===== config.mk =====
export PLATFORM = sky130hd
export DESIGN_NAME = timebase_rtc_watchdog
export DESIGN_NICKNAME = d
export VERILOG_FILES = /design/src/rtl/timebase_rtc_watchdog.v /design/src/rtl/rate_divider.v /design/src/rtl/modulo_counter.v
export VERILOG_INCLUDE_DIRS = /design/src /design/src/rtl
export SDC_FILE = /design/constraint.sdc
export NUM_CORES = 1
export LEC_CHECK = 0
export ABC_AREA = 1
export BUFFER_PORTS_ARGS = -buffer_cell sky130_fd_sc_hd__buf_2
export CORE_MARGIN = 2
export CORE_UTILIZATION = 58
export CTS_CLUSTER_DIAMETER = 100
export DETAILED_ROUTE_END_ITERATION = 6
export HOLD_SLACK_MARGIN = 0.03
export PLACE_DENSITY = 0.87
export SYNTH_ARGS = -nofsm -noshare
export SYNTH_HDL_FRONTEND = slang
export SYNTH_SLANG_ARGS = --single-unit

===== constraint.sdc =====
create_clock -name clk -period 6.9 [get_ports clk]
set_clock_uncertainty 0.2 [all_clocks]
set_input_delay 1.035 -clock clk [delete_from_list [all_inputs] [get_ports clk]]
set_output_delay 1.035 -clock clk [all_outputs]
set_load 0.01 [all_outputs]

===== src/rtl/timebase_rtc_map.vh =====
`ifndef TIMEBASE_RTC_MAP_VH
`define TIMEBASE_RTC_MAP_VH
// register byte offsets
`define OFS_TIMEBASE_CONTROL_REGISTER 8'h00
`define OFS_RTCCR 8'h04
`define OFS_RTCSR 8'h08
`define OFS_CHRON 8'h0C
`define OFS_SEC 8'h10
`define OFS_MIN 8'h14
`define OFS_HOUR 8'h18
`define OFS_ALMIN 8'h1C
`define OFS_ALHOUR 8'h20
`define OFS_SERVICE 8'h24
// timebase control fields
`define TB_RTCE 7
`define TB_CLR 6
`define TB_CHRONOGRAPH_CLEAR_BIT 5
`define TB_CRS_LO 3
`define TB_X2 1
`define TB_XTAL32 0
// rtc control fields
`define RC_HRIE 7
`define RC_MINIE 6
`define RC_SECIE 5
`define RC_CHRIE 4
`define RC_CHRCE 3
`define RC_ALIE 2
`define RC_PRQ_LO 0
// status fields
`define ST_HRF 5
`define ST_MINF 4
`define ST_SECF 3
`define ST_CHRF 2
`define ST_ALF 1
`define ST_PRQF 0
// crystal frequencies and base tick rate in Hz
`define XTAL32_HZ 16'h7D00
`define XTAL38_HZ 16'h9600
`define BASE_HZ 16'h0FA0
`define RESP_OKAY 2'h0
`define RESP_SLVERR 2'h2
`endif


===== src/rtl/timebase_rtc_watchdog.v =====
`timescale 1ns/1ps
`include "timebase_rtc_map.vh"
module timebase_rtc_watchdog #(
  parameter CHRON_WIDTH = 8
) (
  // clock and reset
  input wire clk,
  input wire reset,
  // crystal tick, one bus cycle per crystal edge
  input wire crystalTick,
  // axi4-lite write address
  input wire [7:0] s_axi_awaddr,
  input wire s_axi_awvalid,
  output wire s_axi_awready,
  // axi4-lite write data
  input wire [31:0] s_axi_wdata,
  input wire [3:0] s_axi_wstrb,
  input wire s_axi_wvalid,
  output wire s_axi_wready,
  // axi4-lite write response
  output reg [1:0] s_axi_bresp,
  output reg s_axi_bvalid,
  input wire s_axi_bready,
  // axi4-lite read
  input wire [7:0] s_axi_araddr,
  input wire s_axi_arvalid,
  output wire s_axi_arready,
  output reg [31:0] s_axi_rdata,
  output reg [1:0] s_axi_rresp,
  output reg s_axi_rvalid,
  input wire s_axi_rready,
  // timebase outputs
  output reg tick1kHz,
  output reg tick2kHz,
  // system
  output reg interruptRequest,
  output reg watchdogReset
);
  // timebase_control_register
  reg rtcEnable_q;
  reg chronClear_q;
  reg [1:0] watchdogRateSelect_q;
  reg halve_q;
  reg xtal32_q;
  reg firstWriteDone_q;
  // rtccr
  reg [7:0] rtcControl_q;
  // status, alarm
  reg [5:0] status_q;
  reg [5:0] alarmMin_q;
  reg [4:0] alarmHour_q;
  reg alarmHit_q;
  reg [23:0] wdCount_q;
  reg awHeld_q;
  reg wHeld_q;
  reg [7:0] awAddr_q;
  reg [31:0] wData_q;
  reg [3:0] wStrb_q;
  reg tbClearPulse;

  // halving stage ahead of the 4 kHz base tick
  wire crystalHalf;
  rate_divider #(.WIDTH(2)) u_base (
    .clk(clk), .reset(reset), .clear(tbClearPulse),
    .tickIn(crystalTick), .div(halve_q ? 2'h2 : 2'h1), .tickOut(crystalHalf)
  );
  // fractional step: 38.4 kHz is no whole multiple of 4 kHz
  reg [15:0] phase_q;
  reg tick4k;
  wire [15:0] xtalHz = xtal32_q ? `XTAL32_HZ : `XTAL38_HZ;
  wire [16:0] phaseSum = {1'b0, phase_q} + {1'b0, `BASE_HZ};
  wire phaseHit = phaseSum >= {1'b0, xtalHz};
  always @(posedge clk) begin
    if (reset || tbClearPulse) begin
      phase_q <= 16'h0000;
      tick4k <= 1'b0;
    end else begin
      tick4k <= crystalHalf && phaseHit;
      if (crystalHalf)
        phase_q <= phaseHit ? phaseSum[15:0] - xtalHz : phaseSum[15:0];
    end
  end

  // timebase chain from 4 kHz, all in bus clock domain
  reg [11:0] chain_q;
  reg [5:0] hundredCount_q;
  reg tick100_q;
  reg tick1_q;
  reg tick2_q;
  reg tick4_q;
  // 4 Hz from 100 Hz by dividing 25 with alternating 20/30 steps: uneven
  reg [4:0] quarter_q;
  reg quarterPhase_q;
  always @(posedge clk) begin
    if (reset || tbClearPulse) begin
      chain_q <= 12'h000;
      hundredCount_q <= 6'h00;
      quarter_q <= 5'h00;
      quarterPhase_q <= 1'b0;
      tick100_q <= 1'b0;
      tick1_q <= 1'b0;
      tick2_q <= 1'b0;
      tick4_q <= 1'b0;
      tick1kHz <= 1'b0;
      tick2kHz <= 1'b0;
    end else begin
      tick100_q <= 1'b0;
      tick1_q <= 1'b0;
      tick2_q <= 1'b0;
      tick4_q <= 1'b0;
      tick1kHz <= 1'b0;
      tick2kHz <= 1'b0;
      if (tick4k) begin
        chain_q <= (chain_q == 12'hF9F) ? 12'h000 : chain_q + 12'h001;
        tick2kHz <= chain_q[0];
        tick1kHz <= chain_q[1:0] == 2'h3;
        if (hundredCount_q == 6'h27) begin
          hundredCount_q <= 6'h00;
          tick100_q <= 1'b1;
          if (quarter_q == (quarterPhase_q ? 5'h1D : 5'h13)) begin
            quarter_q <= 5'h00;
            quarterPhase_q <= ~quarterPhase_q;
            tick4_q <= 1'b1; // 5 Hz then 3.3 Hz
          end else begin
            quarter_q <= quarter_q + 5'h01;
          end
        end else begin
          hundredCount_q <= hundredCount_q + 6'h01;
        end
        if (chain_q == 12'hF9F)
          tick1_q <= 1'b1;
        if (chain_q == 12'hF9F || chain_q == 12'h7CF)
          tick2_q <= 1'b1;
      end
    end
  end

  wire secTick = tick1_q && rtcEnable_q;
  wire secWrap;
  wire minWrap;
  wire [5:0] seconds;
  wire [5:0] minutes;
  wire [4:0] hours;
  modulo_counter #(.WIDTH(6)) u_sec (
    .clk(clk),
    .reset(reset),
    .clear(1'b0),
    .tick(secTick),
    .limit(6'h3B),
    .value(seconds),
    .wrap(secWrap)
  );
  modulo_counter #(.WIDTH(6)) u_min (
    .clk(clk),
    .reset(reset),
    .clear(1'b0),
    .tick(secWrap),
    .limit(6'h3B),
    .value(minutes),
    .wrap(minWrap)
  );
  modulo_counter #(.WIDTH(5)) u_hour (
    .clk(clk),
    .reset(reset),
    .clear(1'b0),
    .tick(minWrap),
    .limit(5'h17),
    .value(hours),
    .wrap()
  );

  // chronograph counts hundredths, flag every tenth
  reg [CHRON_WIDTH-1:0] chron_q;
  reg [3:0] tenth_q;
  wire chronRun = tick100_q && rtcControl_q[`RC_CHRCE];
  always @(posedge clk) begin
    if (reset || chronClear_q) begin
      chron_q <= {CHRON_WIDTH{1'b0}};
      tenth_q <= 4'h0;
    end else if (chronRun) begin
      chron_q <= chron_q + {{(CHRON_WIDTH-1){1'b0}}, 1'b1};
      tenth_q <= (tenth_q == 4'h9) ? 4'h0 : tenth_q + 4'h1;
    end
  end
  wire chronTenth = chronRun && tenth_q == 4'h9;

  reg periodicTick;
  always @* begin
    case (rtcControl_q[1:0])
      2'b01: periodicTick = tick1_q;
      2'b10: periodicTick = tick2_q;
      2'b11: periodicTick = tick4_q;
      default: periodicTick = 1'b0;
    endcase
  end

  // alarm on entry into the matching minute
  wire alarmMatch = (minutes == alarmMin_q) && (hours == alarmHour_q);
  always @(posedge clk) begin
    if (reset) begin
      alarmHit_q <= 1'b1; // zero alarm must not fire at release
    end else begin
      alarmHit_q <= alarmMatch;
    end
  end
  wire alarmEvent = alarmMatch && !alarmHit_q;

  // axi handshake
  wire writeFire = awHeld_q && wHeld_q && !s_axi_bvalid;
  assign s_axi_awready = !awHeld_q;
  assign s_axi_wready = !wHeld_q;
  assign s_axi_arready = !s_axi_rvalid;
  wire readFire = s_axi_arvalid && !s_axi_rvalid;
  // status cleared by reading it (then clear-on-read), sets win
  wire statusRead = readFire && s_axi_araddr == `OFS_RTCSR;
  wire [5:0] events = {minWrap, secWrap, secTick, chronTenth, alarmEvent, periodicTick};

  always @(posedge clk) begin
    if (reset) begin
      awHeld_q <= 1'b0;
      wHeld_q <= 1'b0;
      awAddr_q <= 8'h00;
      wData_q <= 32'h0000_0000;
      wStrb_q <= 4'h0;
      s_axi_bvalid <= 1'b0;
      s_axi_bresp <= `RESP_OKAY;
      s_axi_rvalid <= 1'b0;
      s_axi_rresp <= `RESP_OKAY;
      s_axi_rdata <= 32'h0000_0000;
      rtcEnable_q <= 1'b0;
      chronClear_q <= 1'b0;
      watchdogRateSelect_q <= 2'b00;
      halve_q <= 1'b0;
      xtal32_q <= 1'b0;
      firstWriteDone_q <= 1'b0;
      tbClearPulse <= 1'b0;
      rtcControl_q <= 8'h00;
      alarmMin_q <= 6'h00;
      alarmHour_q <= 5'h00;
      status_q <= 6'h00;
    end else begin
      tbClearPulse <= 1'b0;
      if (s_axi_awvalid && !awHeld_q) begin
        awHeld_q <= 1'b1;
        awAddr_q <= s_axi_awaddr;
      end
      if (s_axi_wvalid && !wHeld_q) begin
        wHeld_q <= 1'b1;
        wData_q <= s_axi_wdata;
        wStrb_q <= s_axi_wstrb;
      end
      if (writeFire) begin
        awHeld_q <= 1'b0;
        wHeld_q <= 1'b0;
        s_axi_bvalid <= 1'b1;
        s_axi_bresp <= (awAddr_q > `OFS_SERVICE || awAddr_q[1:0] != 2'h0) ? `RESP_SLVERR : `RESP_OKAY;
        if (wStrb_q[0]) begin
          case (awAddr_q)
            `OFS_TIMEBASE_CONTROL_REGISTER: begin
              rtcEnable_q <= wData_q[`TB_RTCE];
              chronClear_q <= wData_q[`TB_CHRONOGRAPH_CLEAR_BIT];
              tbClearPulse <= wData_q[`TB_CLR]; // self-clearing
              firstWriteDone_q <= 1'b1;
              if (!firstWriteDone_q) begin
                watchdogRateSelect_q <= wData_q[`TB_CRS_LO+1:`TB_CRS_LO];
                halve_q <= wData_q[`TB_X2];
                xtal32_q <= wData_q[`TB_XTAL32];
              end
            end
            `OFS_RTCCR: rtcControl_q <= wData_q[7:0];
            `OFS_ALMIN: alarmMin_q <= wData_q[5:0];
            `OFS_ALHOUR: alarmHour_q <= wData_q[4:0];
            default: begin
            end
          endcase
        end
      end
      if (s_axi_bvalid && s_axi_bready)
        s_axi_bvalid <= 1'b0;
      if (readFire) begin
        s_axi_rvalid <= 1'b1;
        s_axi_rresp <= `RESP_OKAY;
        case (s_axi_araddr)
          `OFS_TIMEBASE_CONTROL_REGISTER: s_axi_rdata <= {24'h000000, rtcEnable_q, 1'b0, chronClear_q, watchdogRateSelect_q, 1'b0,
                                     halve_q, xtal32_q};
          `OFS_RTCCR: s_axi_rdata <= {24'h000000, rtcControl_q};
          `OFS_RTCSR: s_axi_rdata <= {26'h0000000, status_q};
          `OFS_CHRON: s_axi_rdata <= {{(32-CHRON_WIDTH){1'b0}}, chron_q};
          `OFS_SEC: s_axi_rdata <= {26'h0000000, seconds};
          `OFS_MIN: s_axi_rdata <= {26'h0000000, minutes};
          `OFS_HOUR: s_axi_rdata <= {27'h0000000, hours};
          `OFS_ALMIN: s_axi_rdata <= {26'h0000000, alarmMin_q};
          `OFS_ALHOUR: s_axi_rdata <= {27'h0000000, alarmHour_q};
          `OFS_SERVICE: s_axi_rdata <= 32'h0000_0000;
          default: begin
            s_axi_rdata <= 32'h0000_0000;
            s_axi_rresp <= `RESP_SLVERR;
          end
        endcase
      end
      if (s_axi_rvalid && s_axi_rready)
        s_axi_rvalid <= 1'b0;
      // set wins over clear-on-read
      status_q <= (statusRead ? 6'h00 : status_q) | events;
    end
  end

  wire [5:0] enables = {rtcControl_q[`RC_HRIE], rtcControl_q[`RC_MINIE], rtcControl_q[`RC_SECIE],
                        rtcControl_q[`RC_CHRIE], rtcControl_q[`RC_ALIE], |rtcControl_q[1:0]};
  always @(posedge clk) begin
    if (reset)
      interruptRequest <= 1'b0;
    else
      interruptRequest <= |(status_q & enables);
  end

  // watchdog counts 4 Hz ticks, never stopped
  wire serviceWrite = writeFire && awAddr_q == `OFS_SERVICE;
  wire [23:0] wdLimit = {19'h00000, 5'h04} << watchdogRateSelect_q; // 4 ticks = 1 s at 32 kHz
  always @(posedge clk) begin
    if (reset) begin
      wdCount_q <= 24'h000000;
      watchdogReset <= 1'b0;
    end else begin
      watchdogReset <= 1'b0;
      if (serviceWrite || tbClearPulse) begin
        wdCount_q <= 24'h000000;
      end else if (tick4_q) begin
        if (wdCount_q + 24'h000001 >= wdLimit) begin
          wdCount_q <= 24'h000000;
          watchdogReset <= 1'b1;
        end else begin
          wdCount_q <= wdCount_q + 24'h000001;
        end
      end
    end
  end
endmodule


===== src/rtl/rate_divider.v =====
`timescale 1ns/1ps
// emits a one-cycle pulse every div input pulses
module rate_divider #(
  parameter WIDTH = 16
) (
  // clock and reset
  input wire clk,
  input wire reset,
  input wire clear,
  // stream
  input wire tickIn,
  input wire [WIDTH-1:0] div,
  output reg tickOut
);
  reg [WIDTH-1:0] count_q;
  always @(posedge clk) begin
    if (reset || clear) begin
      count_q <= {WIDTH{1'b0}};
      tickOut <= 1'b0;
    end else begin
      tickOut <= 1'b0;
      if (tickIn) begin
        if (count_q >= div - {{(WIDTH-1){1'b0}}, 1'b1}) begin
          count_q <= {WIDTH{1'b0}};
          tickOut <= 1'b1;
        end else begin
          count_q <= count_q + {{(WIDTH-1){1'b0}}, 1'b1};
        end
      end
    end
  end
endmodule


===== src/rtl/modulo_counter.v =====
`timescale 1ns/1ps
// counts 0..limit on each tick, pulses wrap on rollover
module modulo_counter #(
  parameter WIDTH = 6
) (
  // clock and reset
  input wire clk,
  input wire reset,
  input wire clear,
  // counting
  input wire tick,
  input wire [WIDTH-1:0] limit,
  output reg [WIDTH-1:0] value,
  output wire wrap
);
  assign wrap = tick && (value == limit);
  always @(posedge clk) begin
    if (reset || clear) begin
      value <= {WIDTH{1'b0}};
    end else if (wrap) begin
      value <= {WIDTH{1'b0}};
    end else if (tick) begin
      value <= value + {{(WIDTH-1){1'b0}}, 1'b1};
    end
  end
endmodule


==> results of run 1 <==
## power breakdown
part           switching [mW]  internal (mW)  total [mW]
clock                   0.417          0.556       0.974
sequential             0.0150          0.970       0.985
combinational           0.133         0.0634       0.196
total                   0.565           1.59        2.15
## cells in the final DEF (no fill, tap or decap), types with 7 or more instances in the layout
cell type  count
nand2_1      274
inv_1        180
dfxtp_1      165
nor2_1       151
a21oi_1      108
nand3_1       73
o21ai_0       73
buf_2         51
nor3_1        42
xor2_1        26
conb_1        26
ha_1          22
nand4_1       17
clkbuf_16     17
o22ai_1       12
xnor2_1        9
nor2_4         7
## area by class of cell
type | instances | area (sq um) | area share
Multi-Input combinational cell | 888 | 4390 | 0.463
Sequential cell | 165 | 3300 | 0.348
Inverter | 182 | 683 | 0.0721
Clock buffer | 19 | 443 | 0.0467
Timing Repair Buffer | 52 | 263 | 0.0277
Tap cell | 184 | 230 | 0.0243
Clock inverter | 13 | 163 | 0.0172
Antenna cell | 1 | 2.50 | 0.000264
## critical path, cell delays in order
cell and delay [ps]:
buf_2 260, nor2_1 620, inv_1 520, nor2_1 460, o21ai_0 150, a21oi_1 140
## stage by stage
step                instance area, sq um  total power [mW]  hold slack, ps   util
detailed placement                  8870              1.20             252  0.613
finish                              9480              2.15             259  0.655
CTS                                 9480              2.16             263  0.655
floorplan                           8670              1.16             236      -
global route                        9480              2.24             289  0.655
global placement                    8870              1.19             243  0.613
## cells by family after synthesis
| family | after synthesis | share of synthesized area |
|---|---|---|
| adders and majority gates | 23 | 0.0344 |
| xor gates and xnor gates | 35 | 0.0358 |
| DFF | 165 | 0.385 |
| AOI/OAI and AO/OA | 211 | 0.130 |
| buffers and inverters | 232 | 0.113 |
| and+or+nand+nor | 593 | 0.301 |
| other | 1 | 0.000437 |
## layer usage
| layer | vias to the layer above | part of all wire | track usage | wire length (um) |
|---|---|---|---|---|
| met2 | 271 | 0.46 | 0.413 | 8940 |
| met1 | 3632 | 0.45 | 0.325 | 8750 |
| met4 | 2 | 0.022 | 0.0856 | 427 |
| li1 | 4107 | - | - | - |
| met5 | - | 0.00067 | 0 | 13 |
| met3 | 49 | 0.070 | 0.0518 | 1360 |
## flip-flops by register name, indices dropped and copies added, names as in the netlist, 8 cells and up
signal	cells
chain_q	12
awAddr_q	8
phase_q	11
wdCount_q	24
s_axi_rdata	8
chron_q	8
rtcControl_q	8
wData_q	8
## final timing paths
path	depth (start not counted)	end	start	slack, ps
setup / recovery	6	chain_q[6]	reset	3850
hold / removal	2	s_axi_rdata[0]	s_axi_rdata[0]	260
setup reg to reg	15	phase_q[11]	phase_q[5]	3980
hold reg to reg	2	s_axi_rdata[0]	s_axi_rdata[0]	260
==> summary.txt, run 1 <==
GRT
  • Pin count of the biggest net entering global routing: 34
  • First-pass GRT wire length: 32,700 um
  • GRT overflow: 0
  • Antenna violations before repair: 2
  • Number of global-route vias before repair: 7,298
  • GRT Total Usage: 0.249

Floorplanning
  • Rows: 44
  • Starting Density: 0.592
  • Core box area: 14,500 sq um
  • Die area: 15,800 sq um
  • Ports: 105
  • Die Span X: 126 um
  • Die Ht: 126 um

Synthesis
  • Post-synth ARST share: 0
  • Seq cells post-synth: 165
  • Most frequent cells after synthesis: nand2_1, inv_1, dfxtp_1
  • Post-synth EDFFs: 0
  • Gate count of the mapped netlist: 1,260
  • Syn Std Cell Area: 8570 sq um
  • Cell type with the largest total area after synthesis: dfxtp_1
  • Register area share after synthesis: 0.385
  • Most numerous cell in the Yosys netlist: nand2_1
  • Top-area cell type share of the netlist area: 0.385
  • Top post-synthesis cells by area: dfxtp_1, nand2_1, inv_1
  • Synthesis Warnings: 0
  • Ys flop type: dfxtp_1
  • Avg Inst Size Synth: 6.81 sq um
  • Unique masters post-synth: 42

Clock network
  • Htree depth: 4
  • Post-CTS setup buffers: 0
  • CTS buffer count: 17
  • Clk sinks: 165
  • Clk buf depth: 2
  • CTS tree: done
  • Worst skew pair latency: 430 ps
  • Hold-fix buffers, CTS: 0
  • Worst-path clk slew: 70 ps
  • Post-CTS sizing: 0
  • Root buffer cell: clkbuf_16

Placement
  • Final HPWL DP: 14,400 um
  • Setup WS pre-CTS: 3430 ps
  • Port Buffer Count: 51
  • Final GP Congestion: 0.936
  • Placed Cells: 1,471

Routing
  • DR WL/cell: 13.0 um
  • Via count: 8,061
  • Final wirelength: 19,500 um
  • Iter 0 DRT Violations: 653
  • Drt pass-1 iters: 6
  • Residual DRC: 0
  • Vias per inst: 5.36
  • Antenna Violating Nets Remaining: 0

Power
  • IR drop worst, VDD: 184 uV
  • Cell Pwr Density: 227 nW/um^2
  • Leak: 4.08 nW

Timing
  • Final Max Slew Viols: 0
  • Max Fclk: 328 MHz
  • Unrepaired setup endpoints after global routing: false
  • Slew margin rel.: 0.462
  • Fin Setup TNS: 0 ps
  • Final setup viols: 0
  • Worst-margin pin slew: 805 ps
  • Final Critical Period: 3050 ps
  • Part of the cycle the worst path needs: 0.441
  • Setup WS post-layout: 3850 ps
  • Final Hold Fails: 0

Critical path
  • CP Max Fanout: 25
  • Kind of critical path: in -> reg
  • Worst Setup End Kind: flop
  • CP required: 7060 ps
  • Worst Path Arrival: 3200 ps
  • CP startpoint kind: primary input

Layout
  • Filler Cells Inserted: 1,264
  • Non-filler instance count after layout: 1,504
  • Share of cells above drive strength 1: 0.0819
  • NumNets Final: 1,389
  • P&R area growth vs syn: 10.6%

Run
  • Max-Cap Viols: 0

Run status
  • Status: complete, no violations

Worst hold path
  • Hold Path Class: reg -> reg
No activity file was read; power rests on OpenSTA's default activity.
==> run 2: changes to the inputs <==
--- a/config.mk
+++ b/config.mk
@@ -6,7 +6,7 @@
 export SDC_FILE = /design/constraint.sdc
 export NUM_CORES = 1
 export LEC_CHECK = 0
-export ABC_AREA = 1
+export ABC_AREA = 0
 export BUFFER_PORTS_ARGS = -buffer_cell sky130_fd_sc_hd__buf_2
 export CORE_MARGIN = 2
 export CORE_UTILIZATION = 58
==> constraint.sdc (replaced) <==
create_clock -name clk -period 3 [get_ports clk]
set_clock_uncertainty 0.2 [all_clocks]
set_input_delay 0.45 -clock clk [delete_from_list [all_inputs] [get_ports clk]]
set_output_delay 0.45 -clock clk [all_outputs]
set_load 0.01 [all_outputs]
==> summary.txt, run 2 <==
Timing
  • Final Hold Fails: 0 (unchanged)
  • Max Fclk: 292 MHz
  • Setup WS post-layout: -423 ps (-4280 ps)
  • Part of the cycle the worst path needs: 1.14
  • Final setup viols: 9 (+9)
  • Final Max Slew Viols: 0 (unchanged)
  • Worst-margin pin slew: 909 ps (+103 ps)
  • Slew margin rel.: 0.393 (-0.0688)
  • Final Critical Period: 3420 ps
  • Unrepaired setup endpoints after global routing: true

Synthesis
  • Post-synth EDFFs: 0 (unchanged)
  • Most frequent cells after synthesis: dfxtp_1, nor2_1, nand2_1
  • Register area share after synthesis: 0.388 (+0.00277)
  • Most numerous cell in the Yosys netlist: dfxtp_1
  • Cell type with the largest total area after synthesis: dfxtp_1
  • Top-area cell type share of the netlist area: 0.388 (+0.00277)
  • Unique masters post-synth: 67 (+60%)
  • Avg Inst Size Synth: 8.49 sq um (+25%)
  • Gate count of the mapped netlist: 1,003 (-20%)
  • Ys flop type: dfxtp_1
  • Synthesis Warnings: 0 (unchanged)
  • Post-synth ARST share: 0 (unchanged)
  • Seq cells post-synth: 165 (unchanged)
  • Syn Std Cell Area: 8510 sq um (-0.72%)
  • Top post-synthesis cells by area: dfxtp_1, nor2_1, xor2_1

Layout
  • Multi-input gate area: 4970 sq um (+13%)
  • Post-layout util: 0.690 (+0.0355)
  • P&R area growth vs syn: 17.0%
  • Commonest non-fill, non-tap cell in the layout: dfxtp_1
  • ANT cells: 0 (-1)
  • Filler Cells Inserted: 1,077 (-15%)
  • NumNets Final: 1,178 (-15%)
  • Most frequent cells in the layout: dfxtp_1, nor2_1, nand2_1
  • Non-filler instance count after layout: 1,290 (-14%)
  • Share of cells above drive strength 1: 0.175 (+0.0935)
  • Number of flip-flops in the largest register: 24 (unchanged)
  • Most flops, register: wdCount_q
  • Regs by FF count: wdCount_q x24, chain_q x12, phase_q x11
  • Sequential Area: 3310 sq um (+0.19%)

Clock network
  • Clk sinks: 165 (unchanged)
  • CTS buffer count: 17 (unchanged)
  • CTS tree: done
  • Clk buf depth: 2 (unchanged)
  • Worst skew pair latency: 440 ps (about the same)
  • Worst-path clk slew: 60 ps (about the same)
  • Root buffer cell: clkbuf_16
  • Htree depth: 4 (unchanged)

GRT
  • First-pass GRT wire length: 34,400 um (+5.4%)
  • GRT Total Usage: 0.269 (+0.0196)
  • Number of global-route vias before repair: 7,308 (+0.14%)
  • Pin count of the biggest net entering global routing: 43 (+26%)
  • GRT overflow: 0 (unchanged)
  • Antenna violations before repair: 0 (-2)

Critical path
  • CP startpoint kind: flop
  • RR Endpoint: phase_q[15]
  • Kind of critical path: reg -> reg
  • Reg2Reg Launch Point: phase_q[7]
  • CP Max Fanout: 4 (-84%)
  • Worst-case reg-to-reg path depth: 11 (-4)
  • CP required: 3160 ps (-3900 ps)
  • Worst Path Arrival: 3580 ps (+380 ps)
  • Worst Setup End Kind: flop
  • R2R Setup Slk: -420 ps (-4400 ps)

Floorplanning
  • Die area: 15,700 sq um (-0.69%)
  • Core box area: 14,400 sq um (-0.38%)
  • Ports: 105 (unchanged)
  • Die Ht: 125 um (-0.35%)
  • Rows: 44 (unchanged)
  • Starting Density: 0.590 (-0.00199)
  • Die Span X: 125 um (-0.35%)

Placement
  • Placed Cells: 1,244 (-15%)
  • Final GP Congestion: 0.948 (+1.3%)
  • Port Buffer Count: 51 (unchanged)
  • Final HPWL DP: 14,200 um (-0.97%)

Routing
  • Vias per inst: 5.90 (+10%)
  • Met3 WL: 1280 um (-6.4%)
  • Total length of routed met2 wires: 10,300 um (+16%)
  • Final wirelength: 21,500 um (+11%)
  • Antenna Violating Nets Remaining: 0 (unchanged)
  • Highest Signal Layer: met4
  • Via count: 7,610 (-5.6%)
  • DR WL/cell: 16.7 um (+29%)
  • Iter 0 DRT Violations: 676 (+3.5%)
  • Residual DRC: 0 (unchanged)
  • Drt pass-1 iters: 5 (-1)
  • M1 WL: 9040 um (+3.3%)

Run status
  • Status: complete, but fails checks
  • Failing checks: setup timing

Power
  • IR drop worst, VDD: 470 uV (+160%)
  • Cell Pwr Density: 549 nW/um^2 (+140%)
  • Leak: 4.12 nW (+1.1%)

Run
  • Max-Cap Viols: 0 (unchanged)

Worst hold path
  • Hold Path End: wStrb_q[0]
  • Hold_sp: s_axi_wstrb[0]
  • Hold depth: 3 (+1)
  • Hold Path Class: in -> reg
-- run 2: how the worst max path moves through the flow --
stage,from,end,slack [ps],cells past startpoint
2_1_floorplan,phase_q[10],phase_q[11],-30,12
3_3_place_gp,phase_q[10],phase_q[10],-120,12
5_1_grt,phase_q[7],phase_q[15],-470,11
3_5_place_dp,phase_q[10],phase_q[10],-170,12
6_report,phase_q[7],phase_q[15],-420,11
4_1_cts,phase_q[10],phase_q[10],-220,12
-- run 2: worst max-delay path, stage by stage, from the launching register on --
cell and delay, ps:
dfxtp_2 320, or4_4 560, or3_4 420, nand4_1 140, xnor2_1 150, ha_1 310, buf_4 160, buf_6 110
or4b_1 520, mux2i_1 230, o21ai_2 80, a31oi_1 160
-- run 2: layout make-up --
cell class,count,share of cell area
clock buffers,23,0.0490
clock inverters,7,0.0121
multi-input cells,775,0.499
flip-flops and latches,165,0.332
well taps,184,0.0231
repair buffers,117,0.0770
inverters,19,0.00716
-- run 2: per-stage QoR --
stage / setup TNS (ps) / hold WS (ps) / instance area [sq um] / power [mW] / setup WS [ps]
4_1_cts: -1190 / 45.9 / 9870 / 5.41 / -216
6_report: -2620 / 56.6 / 9960 / 5.47 / -423
2_1_floorplan: -41.5 / 226 / 8650 / 2.86 / -26.8
3_3_place_gp: -342 / 233 / 9140 / 3.07 / -118
3_5_place_dp: -744 / 242 / 9140 / 3.10 / -174
5_1_grt: -3480 / 59.2 / 9960 / 5.66 / -475
-- run 2: report_power, final --
group / internal [mW] / leakage, nW / switching, mW
registers: 2.24 / 1.34 / 0.0457
clock network: 1.39 / 0.296 / 0.876
logic: 0.411 / 2.49 / 0.511
-- run 2: routing by layer --
| layer | GRT usage | up-vias |
|---|---|---|
| li1 | - | 3639 |
| met1 | 0.322 | 3615 |
| met2 | 0.452 | 281 |
| met3 | 0.0608 | 75 |
| met4 | 0.141 | 0 |
| met5 | 0 | - |
-- run 2: kinds of logic (layout without fill, tap and decap cells) --
| family | Yosys count | after routing | synth area share |
|---|---|---|---|
| buf+inv | 88 | 166 | 0.0528 |
| other cells | 1 | 26 | 0.000440 |
| simple gates | 439 | 439 | 0.263 |
| mux | 51 | 51 | 0.0601 |
| flops | 165 | 165 | 0.388 |
| compound gates | 147 | 147 | 0.108 |
| xor+xnor | 89 | 89 | 0.0924 |
| fa+ha+maj | 23 | 23 | 0.0347 |
-- run 2: timing repair --
item / CTS / global route
gates resized for setup: 12 / 11
cloned: 1 / 0
setup endpoints to repair: 10 / 28
buffers inserted: 8 / 6
hold buffers: 1 / 0
pin swaps: 6 / 12
endpoints found under the hold margin: 1 / 0
==> run 3: changes to the inputs <==
--- a/config.mk
+++ b/config.mk
@@ -13,7 +13,7 @@
 export CTS_CLUSTER_DIAMETER = 100
 export DETAILED_ROUTE_END_ITERATION = 6
 export HOLD_SLACK_MARGIN = 0.03
-export PLACE_DENSITY = 0.87
+export PLACE_DENSITY = 0.79
 export SYNTH_ARGS = -nofsm -noshare
 export SYNTH_HDL_FRONTEND = slang
 export SYNTH_SLANG_ARGS = --single-unit
==> summary.txt, run 3 (synthesized netlist as in run 2, its figures left out) <==
Run status
  • Status: complete, but fails checks
  • Failing checks: setup timing

Layout
  • Most flops, register: wdCount_q
  • Most frequent cells in the layout: dfxtp_1, nor2_1, nand2_1
  • Number of flip-flops in the largest register: 24 (unchanged)
  • Share of cells above drive strength 1: 0.168 (-0.00768)
  • Commonest non-fill, non-tap cell in the layout: dfxtp_1
  • Regs by FF count: wdCount_q x24, chain_q x12, phase_q x11
  • ANT cells: 0 (unchanged)
  • P&R area growth vs syn: 15.3%
  • NumNets Final: 1,168 (-0.85%)

Power
  • IR drop worst, VDD: 601 uV (+28%)
  • Flop pwr share: 0.449 (+0.032)
  • Cell Pwr Density: 519 nW/um^2 (-5.5%)
  • Switching fraction of total power: 0.272 (+0.00988)
  • NetSw: 1.38 mW (-3.4%)
  • Clock power frac: 0.383 (-0.031)
  • Cell Int Power: 3.71 mW (-8.1%)
  • Leak: 4.02 nW (-2.4%)
  • Comb pwr share: 0.168 (about the same)

Critical path
  • Worst-case reg-to-reg path depth: 11 (unchanged)
  • CP peak stage delay: 560 ps (about the same)
  • CP required: 3150 ps (about the same)
  • Critical path's slowest cell: or4_4
  • CP Max Fanout: 6 (+2)
  • Crit path buffers/inverters: 1 (-1)
  • Crit path cell chain: or4_4, or3_4, nand4_1, xnor2_2, ha_4, nand2_4, o41ai_4, buf_6, a21oi_2, a31oi_2, mux2i_1
  • Worst Path Arrival: 3320 ps (-260 ps)
  • Top delay family on crit path: simple AND/OR/NAND/NOR gates
  • Critical Path Stages: 11 (unchanged)
  • CP startpoint kind: flop
  • Worst Setup End Kind: flop
  • Kind of critical path: reg -> reg

Clock network
  • CTS buffer count: 17 (unchanged)
  • Worst skew pair latency: 430 ps (about the same)
  • Root buffer cell: clkbuf_16
  • Clk sinks: 165 (unchanged)
  • CTS tree: done
  • Htree depth: 4 (unchanged)
  • Worst-path clk slew: 60 ps (about the same)
  • Clk buf depth: 2 (unchanged)

Routing
  • Via count: 7,388 (-2.9%)
  • Drt pass-1 iters: 5 (unchanged)
  • Vias per inst: 5.77 (-2.2%)
  • DR WL/cell: 15.3 um (-8.4%)
  • Residual DRC: 0 (unchanged)
  • Antenna Violating Nets Remaining: 0 (unchanged)
  • Iter 0 DRT Violations: 667 (-1.3%)
  • Final wirelength: 19,600 um (-9.0%)

Timing
  • Final Max Slew Viols: 0 (unchanged)
  • Fin Setup TNS: -995 ps (+1620 ps)
  • Setup WS post-layout: -165 ps (+257 ps)
  • Final hold slack: 58.9 ps (+2.33 ps)
  • Final Hold Fails: 0 (unchanged)
  • Final setup viols: 9 (unchanged)
  • Final Critical Period: 3170 ps (-257 ps)
  • Worst-margin pin slew: 881 ps (-28.0 ps)
  • Max Fclk: 316 MHz (+8.1%)
  • Slew margin rel.: 0.412 (+0.0187)
  • Unrepaired setup endpoints after global routing: true
  • Part of the cycle the worst path needs: 1.06 (-0.0858)

Floorplanning
  • Die area: 15,700 sq um (unchanged)
  • Die Ht: 125 um (unchanged)
  • Rows: 44 (unchanged)
  • Die Span X: 125 um (unchanged)
  • Core box area: 14,400 sq um (unchanged)
  • Starting Density: 0.590 (unchanged)
  • Ports: 105 (unchanged)

GRT
  • Pin count of the biggest net entering global routing: 40 (-7.0%)
  • Antenna violations before repair: 0 (unchanged)
  • Number of global-route vias before repair: 6,897 (-5.6%)
  • GRT overflow: 0 (unchanged)
  • GRT Total Usage: 0.249 (-0.0202)
  • First-pass GRT wire length: 32,300 um (-6.2%)

Placement
  • Final HPWL DP: 13,800 um (-2.8%)
  • Port Buffer Count: 51 (unchanged)
  • Final GP Congestion: 0.899 (-5.2%)

Worst hold path
  • Hold depth: 3 (unchanged)
  • Hold Path Class: in -> reg

Run
  • Max-Cap Viols: 0 (unchanged)
[run 3: cell count changes in the layout (fill, tap and decap cells not counted), moves of 3 or more]
| cell | change |
|---|---|
| bufinv_16 | -3 |
| a21oi_2 | -3 |
| clkbuf_8 | -3 |
| a21oi_1 | +3 |
| clkinvlp_4 | +3 |
| buf_4 | -9 |
[run 3: power groups by stage]
| stage | logic, mW | clock network, mW | registers (mW) |
|---|---|---|---|
| 3_3_place_gp | 0.747 | 0 | 2.33 |
| 6_report | 0.855 | 1.95 | 2.29 |
| 5_1_grt | 0.935 | 2.08 | 2.29 |
| 4_1_cts | 0.813 | 1.99 | 2.28 |
| 3_5_place_dp | 0.760 | 0 | 2.33 |
| 2_1_floorplan | 0.546 | 0 | 2.32 |
[run 3: worst reg2reg max path, delay by kind of cell, from the launching register on]
kind	cells	cell delay, ps
fa+ha+maj	1	310
simple gates	4	1200
xor+xnor	1	110
buf+inv	1	180
mux	1	190
compound gates	3	570
flops	1	320
[run 3: final cells by class]
| cell class | instances | area, sq um |
|---|---|---|
| Clock inverter | 11 | 80.1 |
| Tap cell | 184 | 230 |
| Inverter | 19 | 71.3 |
| Multi-Input combinational cell | 775 | 4980 |
| Timing Repair Buffer | 107 | 694 |
| Fill cell | 1169 | 4610 |
| Sequential cell | 165 | 3310 |
| Clock buffer | 20 | 447 |
[run 3: path summary, 6_finish.rpt]
kind	start	end	slack [ps]
min	s_axi_awaddr[5]	awAddr_q[5]	60
min reg2reg	s_axi_rdata[0]	s_axi_rdata[0]	250
max	phase_q[7]	phase_q[10]	-170
max reg2reg	phase_q[7]	phase_q[10]	-170
[run 3: what timing repair did]
item / CTS / global route
buffers inserted: 8 / 0
endpoints found under the hold margin: 1 / 0
gates resized for setup: 8 / 13
pin swaps: 3 / 8
hold buffers: 1 / 0
endpoints found under the setup margin: 11 / 27
[run 3: routing by layer]
layer	vias up	share of wire	global-route usage
met4	0	0.019	0.0719
met3	36	0.057	0.0595
met5	-	0	0
met2	224	0.48	0.414
met1	3489	0.45	0.323
li1	3639	-	-
[run 3: metrics by stage]
stage / area, sq um / setup slack, ps / std cells / util / total power [mW]
after detailed placement: 9120 / -143 / 1241 / 0.632 / 3.09
after global placement: 9120 / -101 / 1241 / 0.632 / 3.08
after floorplan: 8650 / -26.8 / 1028 / - / 2.86
after global routing: 9810 / -260 / 1281 / 0.680 / 5.31
after CTS: 9750 / -158 / 1281 / 0.676 / 5.09
final: 9810 / -165 / 1281 / 0.680 / 5.09
